===== src/shared/eal_pkg.sv =====
`default_nettype none

package eal_pkg;

  // Serial clock is the core clock divided by this figure
  localparam int EAL_SCK_DIV = 256;
  localparam int EAL_SCK_HALF = EAL_SCK_DIV / 2;
  localparam logic [6:0] EAL_HALF_LAST = 7'(EAL_SCK_HALF - 1);

  // Chip select sensing window before the first load
  localparam int EAL_CLK_PERIOD_NS = 50;
  localparam int EAL_SENSE_TIME_NS = 200;
  localparam int EAL_SENSE_CYC = (EAL_SENSE_TIME_NS + EAL_CLK_PERIOD_NS - 1) / EAL_CLK_PERIOD_NS;
  localparam logic [3:0] EAL_SENSE_LAST = 4'(EAL_SENSE_CYC - 1);

  // Word-organised read: start bit, two opcode bits, six address bits
  localparam logic [2:0] EAL_READ_OP = 3'h6;
  localparam logic [4:0] EAL_CMD_LAST = 5'h08;
  // Dummy zero plus sixteen data bits
  localparam logic [4:0] EAL_DATA_LAST = 5'h10;
  localparam int EAL_WORD_W = 16;
  localparam int EAL_NUM_WORDS = 4;
  localparam logic [1:0] EAL_LAST_WORD = 2'h3;

  // Word positions inside the EEPROM
  localparam int EAL_W_VENDOR = 0;
  localparam int EAL_W_DEVICE = 1;
  localparam int EAL_W_SUBVENDOR = 2;
  localparam int EAL_W_SUBSYS = 3;

  // Built-in identifier defaults; values are arbitrary
  localparam logic [15:0] EAL_DEF_VENDOR = 16'hA5C3;
  localparam logic [15:0] EAL_DEF_DEVICE = 16'h0F0F;
  localparam logic [15:0] EAL_DEF_SUBVENDOR = 16'hA5C3;
  localparam logic [15:0] EAL_DEF_SUBSYS = 16'h0001;

  localparam int EAL_NUM_UARTS = 4;
  localparam int EAL_MCR_IR_BIT = 6;

  typedef enum logic [2:0] {
    EAL_ST_SENSE,
    EAL_ST_GAP,
    EAL_ST_CMD,
    EAL_ST_DATA,
    EAL_ST_END,
    EAL_ST_DONE
  } eal_state_t;

  // Software hand control of the serial lines
  typedef struct packed {
    logic enable;
    logic sck;
    logic cs;
    logic wdata;
  } eal_manual_t;

endpackage

`default_nettype wire


===== src/eal_clk_div.sv =====
`timescale 1ns/1ps
`default_nettype none

module eal_clk_div
  import eal_pkg::*;
(
  // Clock and reset
  input wire logic clk,
  input wire logic rst_b,
  // Control
  input wire logic run,
  // One-cycle pulse every half serial clock period
  output logic half_tick
);

  typedef struct packed {
    logic [6:0] cnt;
    logic tick;
  } eal_div_st_t;

  eal_div_st_t st_r;
  eal_div_st_t st_nxt;

  always_comb begin
    st_nxt = st_r;
    st_nxt.tick = 1'b0;
    if (!run) begin
      st_nxt.cnt = 7'h00;
    end else if (st_r.cnt == EAL_HALF_LAST) begin
      st_nxt.cnt = 7'h00;
      st_nxt.tick = 1'b1;
    end else begin
      st_nxt.cnt = st_r.cnt + 7'h01;
    end
  end

  always_ff @(posedge clk) begin
    if (!rst_b) begin
      st_r <= '0;
    end else begin
      st_r <= st_nxt;
    end
  end

  assign half_tick = st_r.tick;

endmodule // eal_clk_div

`default_nettype wire


===== src/eal_loader.sv =====
// How it works
// - During the reset-time load, serial clock is the core clock divided by 256.
// - Software may drive clock, select, write data and sample read data by hand.
// - Chip select level is sensed after reset to detect a fitted EEPROM.
// - Automatic load issues word-wide read commands and collects 16-bit words.
// - Without an EEPROM the load is skipped and built-in identifiers remain.
// - Software may store and read arbitrary EEPROM data through hand control.
// - Infrared strap is sampled after reset and after each soft reset.
// - Sampled strap is copied into bit 6 of every channel modem control.
// - Later software writes to that bit override the sampled strap.
// - First identifier word holds device id high, vendor id low.
// - Loaded identifiers are used only when an EEPROM is present.
`timescale 1ns/1ps
`default_nettype none

module eal_loader
  import eal_pkg::*;
(
  // Clock and reset
  input wire logic clk,
  input wire logic rst_b,
  // Soft reset pulse from the device configuration registers
  input wire logic soft_reset,
  // EEPROM serial lines
  output logic eeprom_serial_clock,
  input wire logic eeprom_chip_select_in,
  output logic eeprom_chip_select_out,
  output logic eeprom_chip_select_oe,
  output logic eeprom_write_data,
  input wire logic eeprom_read_data,
  // Hand control register bits
  input wire eal_manual_t eeprom_manual_control_reg,
  output logic manual_read_data,
  // Infrared strap and modem control bit 6 per channel
  input wire logic infrared_enable_strap,
  input wire logic [EAL_NUM_UARTS-1:0] modem_control_wr,
  input wire logic [EAL_NUM_UARTS-1:0] modem_control_ir_wdata,
  output logic [EAL_NUM_UARTS-1:0] modem_control_ir,
  // Identifier words and load status
  output logic [31:0] id_word,
  output logic [31:0] subsys_word,
  output logic eeprom_present,
  output logic load_done
);

  typedef struct packed {
    eal_state_t fsm;
    logic [3:0] sense_cnt;
    logic [4:0] bit_cnt;
    logic [1:0] word_idx;
    logic [15:0] shreg;
    logic [EAL_NUM_WORDS-1:0][EAL_WORD_W-1:0] words;
    logic sck;
    logic cs;
    logic cs_oe;
    logic di;
    logic man_rd;
    logic present;
    logic done;
    logic strap_load;
    logic [EAL_NUM_UARTS-1:0] ir;
    logic [31:0] id;
    logic [31:0] sub;
  } eal_st_t;

  eal_st_t st_r;
  eal_st_t st_nxt;
  logic half_tick;
  logic div_run;
  logic [15:0] shifted;

  localparam eal_st_t EAL_RST = '{
    fsm: EAL_ST_SENSE,
    sense_cnt: 4'h0,
    bit_cnt: 5'h00,
    word_idx: 2'h0,
    shreg: 16'h0000,
    words: {EAL_DEF_SUBSYS, EAL_DEF_SUBVENDOR, EAL_DEF_DEVICE, EAL_DEF_VENDOR},
    sck: 1'b0,
    cs: 1'b0,
    cs_oe: 1'b0,
    di: 1'b0,
    man_rd: 1'b0,
    present: 1'b0,
    done: 1'b0,
    strap_load: 1'b1,
    ir: '0,
    id: {EAL_DEF_DEVICE, EAL_DEF_VENDOR},
    sub: {EAL_DEF_SUBSYS, EAL_DEF_SUBVENDOR}
  };

  assign div_run = (st_r.fsm != EAL_ST_SENSE) && (st_r.fsm != EAL_ST_DONE);
  assign shifted = {st_r.shreg[14:0], eeprom_read_data};

  eal_clk_div eal_clk_div_i (
    .clk(clk),
    .rst_b(rst_b),
    .run(div_run),
    .half_tick(half_tick)
  );

  always_comb begin
    st_nxt = st_r;

    // Strap capture first so that a same-cycle software write still wins
    if (st_r.strap_load) begin
      st_nxt.ir = {EAL_NUM_UARTS{infrared_enable_strap}};
      st_nxt.strap_load = 1'b0;
    end
    for (int i = 0; i < EAL_NUM_UARTS; i++) begin
      if (modem_control_wr[i]) begin
        st_nxt.ir[i] = modem_control_ir_wdata[i];
      end
    end
    if (soft_reset) begin
      st_nxt.strap_load = 1'b1;
    end

    unique case (st_r.fsm)
      EAL_ST_SENSE: begin
        // Select line released so the board pull-up can be seen
        st_nxt.cs_oe = 1'b0;
        st_nxt.sense_cnt = st_r.sense_cnt + 4'h1;
        if (st_r.sense_cnt == EAL_SENSE_LAST) begin
          st_nxt.present = eeprom_chip_select_in;
          st_nxt.cs_oe = 1'b1;
          st_nxt.cs = 1'b0;
          if (eeprom_chip_select_in) begin
            st_nxt.fsm = EAL_ST_GAP;
          end else begin
            st_nxt.fsm = EAL_ST_DONE;
            st_nxt.done = 1'b1;
          end
        end
      end
      EAL_ST_GAP: begin
        if (half_tick) begin
          st_nxt.cs = 1'b1;
          st_nxt.bit_cnt = 5'h00;
          st_nxt.shreg = {EAL_READ_OP, 4'h0, st_r.word_idx, 7'h00};
          st_nxt.di = EAL_READ_OP[2];
          st_nxt.fsm = EAL_ST_CMD;
        end
      end
      EAL_ST_CMD: begin
        if (half_tick) begin
          st_nxt.sck = ~st_r.sck;
          if (!st_r.sck) begin
            st_nxt.bit_cnt = st_r.bit_cnt + 5'h01;
            if (st_r.bit_cnt == EAL_CMD_LAST) begin
              st_nxt.bit_cnt = 5'h00;
              st_nxt.fsm = EAL_ST_DATA;
            end
          end else begin
            st_nxt.shreg = {st_r.shreg[14:0], 1'b0};
            st_nxt.di = st_r.shreg[14];
          end
        end
      end
      EAL_ST_DATA: begin
        if (half_tick) begin
          st_nxt.sck = ~st_r.sck;
          st_nxt.di = 1'b0;
          if (!st_r.sck) begin
            // Dummy zero falls off the top after sixteen more bits
            st_nxt.shreg = shifted;
            st_nxt.bit_cnt = st_r.bit_cnt + 5'h01;
            if (st_r.bit_cnt == EAL_DATA_LAST) begin
              st_nxt.words[st_r.word_idx] = shifted;
              st_nxt.fsm = EAL_ST_END;
            end
          end
        end
      end
      EAL_ST_END: begin
        if (half_tick) begin
          st_nxt.sck = 1'b0;
          st_nxt.cs = 1'b0;
          if (st_r.word_idx == EAL_LAST_WORD) begin
            st_nxt.fsm = EAL_ST_DONE;
            st_nxt.done = 1'b1;
            st_nxt.id = {st_r.words[EAL_W_DEVICE], st_r.words[EAL_W_VENDOR]};
            st_nxt.sub = {st_r.words[EAL_W_SUBSYS], st_r.words[EAL_W_SUBVENDOR]};
          end else begin
            st_nxt.word_idx = st_r.word_idx + 2'h1;
            st_nxt.fsm = EAL_ST_GAP;
          end
        end
      end
      EAL_ST_DONE: begin
        st_nxt.cs_oe = 1'b1;
        st_nxt.man_rd = eeprom_read_data;
        if (eeprom_manual_control_reg.enable) begin
          st_nxt.sck = eeprom_manual_control_reg.sck;
          st_nxt.cs = eeprom_manual_control_reg.cs;
          st_nxt.di = eeprom_manual_control_reg.wdata;
        end else begin
          st_nxt.sck = 1'b0;
          st_nxt.cs = 1'b0;
          st_nxt.di = 1'b0;
        end
      end
    endcase
  end

  always_ff @(posedge clk) begin
    if (!rst_b) begin
      st_r <= EAL_RST;
    end else begin
      st_r <= st_nxt;
    end
  end

  assign eeprom_serial_clock = st_r.sck;
  assign eeprom_chip_select_out = st_r.cs;
  assign eeprom_chip_select_oe = st_r.cs_oe;
  assign eeprom_write_data = st_r.di;
  assign manual_read_data = st_r.man_rd;
  assign modem_control_ir = st_r.ir;
  assign id_word = st_r.id;
  assign subsys_word = st_r.sub;
  assign eeprom_present = st_r.present;
  assign load_done = st_r.done;

endmodule // eal_loader

`default_nettype wire


===== config.mk =====
export PLATFORM = sky130hd
export DESIGN_NAME = eal_loader
export DESIGN_NICKNAME = d
export VERILOG_FILES = /design/src/shared/eal_pkg.sv /design/src/eal_clk_div.sv /design/src/eal_loader.sv
export SDC_FILE = /design/constraint.sdc
export NUM_CORES = 1
export LEC_CHECK = 0
export ABC_AREA = 1
export BUFFER_PORTS_ARGS = -buffer_cell sky130_fd_sc_hd__buf_2
export CORE_UTILIZATION = 40
export DETAILED_ROUTE_END_ITERATION = 10
export RECOVER_POWER = 50
export SYNTH_ARGS = -nofsm -noshare
export SYNTH_HDL_FRONTEND = slang
export SYNTH_HIERARCHICAL = 1
export SYNTH_SLANG_ARGS = --single-unit

===== constraint.sdc =====
create_clock -name clk -period 2.06 [get_ports clk]
set_input_delay 0.412 -clock clk [delete_from_list [all_inputs] [get_ports clk]]
set_output_delay 0.412 -clock clk [all_outputs]
set_load 0.02 [all_outputs]

* Yosys cells after proc, flatten, opt, wreduce, memory -nomap -nowiden
Cells that the tools add are included.
** Storage, ports and cells
- Flip-flop bits (word level) :: 177
- Output and inout bits :: 75
- Word-level logic and storage cells :: 140
- Input bits :: 18
** Operators by class
- Bitwise logic cells :: 4
- Reductions and logical operators :: 29
- $add $sub $neg :: 4
- Multiplexer cells :: 53
- Equality and inequality tests :: 23
- Magnitude comparators :: 2
** Operator list (count)
- 80-bit 2-to-1 mux :: 1
- 79-bit 2-to-1 mux :: 1
- 64-bit bitwise mux :: 1
- 64-bit 2-to-1 mux :: 1
- 15-bit 2-to-1 mux :: 3
- 15-bit one-hot mux with 3 select lines :: 1
- 3-bit 2-to-1 mux :: 11
- 16-bit demux with 2-bit select :: 1
- 5-bit 2-to-1 mux :: 6
- 16-bit 2-to-1 mux :: 1
- 2-bit != test, second input constant :: 8
- 1-bit 2-to-1 mux :: 15
- 3-bit one-hot mux with 5 select lines :: 1
- 5-bit one-hot mux with 3 select lines :: 1
- 1-bit one-hot mux with 4 select lines :: 3
- 4-bit AND reduction :: 3
- 6-bit AND reduction :: 2
- 2-bit nonzero test :: 6
- 4-bit nonzero test :: 3
- 10-bit AND reduction :: 1
- 5-bit AND reduction :: 2
- 2-bit by 1-bit != test with 1-bit output, second input constant :: 4
- 7-bit by 1-bit adder with 7-bit output, second input constant :: 1
- 7-bit == test, second input constant :: 1
- other kinds (25) :: 37

* Longest topological paths before layout
- Word-level depth :: 9
- Gate-level depth with buffers :: 11
- Depth with buffers taken out :: 11

* Modules after synthesis
The synthesis kept the hierarchy.
** By module, submodules not included
- eal_loader :: sequential area each 3383.2 um^2, area each 7244.4 um^2, instances 1, cells each 889
- eal_clk_div :: sequential area each 160.2 um^2, area each 330.3 um^2, instances 1, cells each 37

* Worst setup path before layout
Ideal clock, no wire load.
- Path type :: flip-flop to flip-flop
- Start point :: register st_r[158] (netlist name)
- End point :: register with a tool-made name
- Slack :: 0.561 ns
- Arrival time :: 1.357 ns
- Setup time :: 0.142 ns
- Period minus slack after synthesis :: 1.499 ns
- Stages on the path, launching flop included :: 11
- Path buffers :: 1
- Required time :: 1.918 ns
- Cell sequence :: dfxtp_1 -> inv_1 -> ha_1 -> nand2_1 -> inv_1 -> nand2_1 -> inv_1 -> nand3_4 -> buf_4 -> nand2_1 -> o211ai_2
** RTL lines
- start: declaration :: RTL line eal_loader.sv:66 : eal_st_t st_r;
- start signal: assignment :: RTL line eal_loader.sv:210 : st_r <= st_nxt;

==> flow_metrics.py <==
metrics = {
    "outcome": {
        "outcome": "completed",
    },
    "critical_path": {
        "ff2ff_setup_slack_ns": 0.20,
        "data_arrival_time_of_the_critical_path_ns": 2.16,
        "setup.worst_path.class": "flop to flop",
        "worstPathRequired_ns": 2.36,
        "depth_of_the_most_critical_reg_to_reg_path": 9,
        "crit_path_start_kind": "flop",
        "path_max_fanout": 32,
        "end_kind": "flop",
        "timing.rr.start": "st_r[158]",
    },
    "synthesis": {
        "synth_flop_cell": "sky130_fd_sc_hd__dfxtp_1",
        "synth_simple_gate_area_frac": 0.171,
        "net_count_after_synthesis": 952,
        "muxShareOfSynthArea": 0,
        "post_syn_area_per_cell_um2": 8.18,
        "synth.ff_latch_count": 177,
        "yosys.area_share.xor_xnor": 0.00231,
        "postSynth.asyncResetShare": 0,
        "synth_top_family_by_area": "compound AO/OA/AOI/OAI gates",
        "synth_edf_count": 0,
        "synthAdderAreaFrac": 0.0132,
        "mappedNetlistArea_um2": 7570,
        "syn_warnings": 6,
        "synth_cell_types": 39,
        "synthesis.instances": 926,
        "synth_compound_gate_area_share": 0.188,
        "synth_seq_area_share": 0.468,
    },
    "power_and_ir_drop": {
        "power_per_cell_area_nw_per_um2": 1050,
        "vdd_ir_drop_max_uv": 681,
        "static-leakage-power_nw": 3.34,
    },
    "clock_tree": {
        "worstSkewPairLatency_ns": 0.43,
        "postCtsSetupRepairBufs": 0,
        "tritoncts_clock_tree": "yes",
        "h-tree-depth": 4,
        "clk_root_buffer_cell": "sky130_fd_sc_hd__clkbuf_16",
        "post_cts_resize_count": 0,
        "cts_buffers": 17,
        "cts_hold_buffers": 0,
        "clk_path_buf_depth": 2,
        "clkTransAtPathRegs_ns": 0.06,
        "clock-sinks": 177,
    },
    "finish": {
        "fillerInstances": 1897,
        "total_inserted_antenna_cells": 0,
        "stdcell_count": 1171,
        "area_growth_pct": 6.13,
        "final_layout_size_suffix_gt1_frac": 0.110,
        "final_net_count": 956,
        "post-route-util": 0.440,
    },
    "global_route": {
        "antenna_violations_before_repair": 0,
        "grt_util_all_layers": 0.166,
        "grt_max_degree": 104,
        "grt_pass1_wl_um": 25600,
        "globalRoute.totalOverflow": 0,
        "vias_in_the_first_global_route": 5070,
    },
    "timing": {
        "period_share": 0.904,
        "timing_hold_violations_final": 0,
        "fmax_ghz": 0.537,
        "timing.slew.headroom": 0.618,
        "final.min_clock_period_ns": 1.86,
        "finalSetupTns_ns": 0,
        "final_max_slew_viol_count": 0,
        "worst_pin_slew_ns": 0.573,
        "finalClockSkew_ns": 0.00916,
        "grt_setup_unrepaired": "no",
        "worst_slack_ns": 0.198,
        "timing.final.setup_violations": 0,
    },
    "die": {
        "placementRows": 49,
        "die_height_um": 140,
        "die-area_um2": 19500,
        "die_width_um": 140,
        "design.portCount": 93,
        "core_area_um2": 18300,
        "initial_utilization": 0.415,
    },
    "placement": {
        "globalplace.congestion": 0.892,
        "port_buffer_cells": 92,
        "placed_cells_incl_taps": 1140,
        "detailed_place_hpwl_um": 10500,
        "dpl_worst_slack_ns": 0.207,
    },
    "min_path": {
        "hp-class": "primary input to flop",
        "min_delay_worst_endpoint": "st_r[68]",
        "hold_start": "soft_reset",
        "holdPathStages": 2,
    },
    "drt": {
        "drt.antenna.violating_nets": 0,
        "detail_route.iter0.violations": 278,
        "detailroute.via_count": 5631,
        "detail_route.wl_per_cell_um": 13.4,
        "detailed_route_wire_length_um": 15700,
        "detail_route.vias_per_cell": 4.81,
        "detail_route.drc_violations": 0,
        "dr.pass1.iters": 4,
    },
    "job": {
        "timing.max_cap.violations": 0,
    },
}
cell type report:
type,instances,area [µm²],area share
clock buffers,21,450,0.0560
clock inverters,10,129,0.0160
inverters,93,354,0.0440
multi-input cells,541,2810,0.350
flip-flops and latches,177,3540,0.441
well taps,229,287,0.0356
repair buffers,100,463,0.0576
cells in the final DEF (no fill, tap or decap), types with 4 or more instances in the layout:
master and count:
sky130_fd_sc_hd__or2_2 6, sky130_fd_sc_hd__inv_1 89, sky130_fd_sc_hd__ha_1 8, sky130_fd_sc_hd__o21ai_0 58, sky130_fd_sc_hd__o211ai_2 12, sky130_fd_sc_hd__nor3_1 5
sky130_fd_sc_hd__clkbuf_16 17, sky130_fd_sc_hd__o21ai_1 37, sky130_fd_sc_hd__a211oi_1 4, sky130_fd_sc_hd__nor2_1 49, sky130_fd_sc_hd__nand2_2 9, sky130_fd_sc_hd__clkbuf_1 79
sky130_fd_sc_hd__o211ai_1 13, sky130_fd_sc_hd__buf_4 4, sky130_fd_sc_hd__a21oi_1 111, sky130_fd_sc_hd__buf_2 16, sky130_fd_sc_hd__a21oi_2 6, sky130_fd_sc_hd__nand2_1 151
sky130_fd_sc_hd__nand3_4 4, sky130_fd_sc_hd__dfxtp_1 177, sky130_fd_sc_hd__nand3_1 46
kinds of logic after synthesis:
family,after synthesis
xor+xnor,2
fa+ha+maj,8
compound gates,248
buf+inv,208
simple gates,283
flops,177
per-stage QoR:
step | total power, mW | instance area (µm²) | hold slack, ns
4_1_cts | 8.60 | 8160 | 0.153
2_1_floorplan | 5.03 | 7570 | 0.429
3_3_place_gp | 5.37 | 7580 | 0.437
3_5_place_dp | 5.37 | 7580 | 0.443
5_1_grt | 8.92 | 8040 | 0.163
6_report | 8.44 | 8040 | 0.171
where the power goes:
group          internal [mW]  leakage, nW  switching, mW
logic                  0.439         1.63           1.01
registers               3.58         1.43          0.215
clock network           1.83        0.278           1.36
metal layers:
metal,track usage,wire length [µm],vias to the layer above,part of all wire
met5,0,0,-,0
met4,0.0636,255,0,0.016
met3,0.0348,638,18,0.041
met2,0.256,6930,101,0.44
met1,0.226,7860,2535,0.50
li1,-,-,2977,-
worst max path at each step:
stage | startpoint | to | slack (ns) | cells after the start
6_report | st_r[158] | flop | 0.20 | 9
5_1_grt | st_r[158] | flop | 0.007 | 9
4_1_cts | st_r[158] | flop | 0.19 | 9
3_5_place_dp | st_r[158] | flop | 0.21 | 9
3_3_place_gp | st_r[158] | flop | 0.27 | 9
2_1_floorplan | st_r[158] | flop | 0.56 | 10
worst max-delay path: stages (launching register included):
cell and delay, ns:
sky130_fd_sc_hd__dfxtp_1 0.33, sky130_fd_sc_hd__inv_1 0.10, sky130_fd_sc_hd__ha_1 0.17, sky130_fd_sc_hd__nand2_1 0.05
sky130_fd_sc_hd__inv_1 0.05, sky130_fd_sc_hd__nand2_1 0.06, sky130_fd_sc_hd__inv_1 0.26, sky130_fd_sc_hd__nand3_4 0.35
sky130_fd_sc_hd__o21ai_0 0.31, sky130_fd_sc_hd__a21oi_1 0.06
cells in the mapped netlist (2+ instances only):
cell	count	area, µm²
sky130_fd_sc_hd__clkbuf_1	16	60.1
sky130_fd_sc_hd__a31oi_1	2	12.5
sky130_fd_sc_hd__o21ai_1	37	185
sky130_fd_sc_hd__nand3_1	46	230
sky130_fd_sc_hd__nor2_1	47	176
sky130_fd_sc_hd__o211ai_1	13	97.6
sky130_fd_sc_hd__dfxtp_1	177	3540
sky130_fd_sc_hd__buf_6	14	158
sky130_fd_sc_hd__inv_2	6	22.5
sky130_fd_sc_hd__inv_1	86	323
sky130_fd_sc_hd__buf_4	74	556
sky130_fd_sc_hd__a21oi_1	111	556
sky130_fd_sc_hd__o211ai_2	12	150
sky130_fd_sc_hd__nand2_1	148	556
sky130_fd_sc_hd__nor2_4	2	22.5
sky130_fd_sc_hd__ha_1	8	100
sky130_fd_sc_hd__a211oi_1	4	30.0
sky130_fd_sc_hd__nand4_1	3	18.8
sky130_fd_sc_hd__nand3_4	5	87.6
sky130_fd_sc_hd__nor2_2	5	31.3
sky130_fd_sc_hd__nand2_4	2	22.5
sky130_fd_sc_hd__o21ai_0	58	290
sky130_fd_sc_hd__a21oi_2	6	52.6
sky130_fd_sc_hd__nand2_2	12	75.1
sky130_fd_sc_hd__buf_2	9	45.0
sky130_fd_sc_hd__nor3_1	5	25.0
sky130_fd_sc_hd__or2_2	6	37.5
No activity file was read; power rests on OpenSTA's default activity.
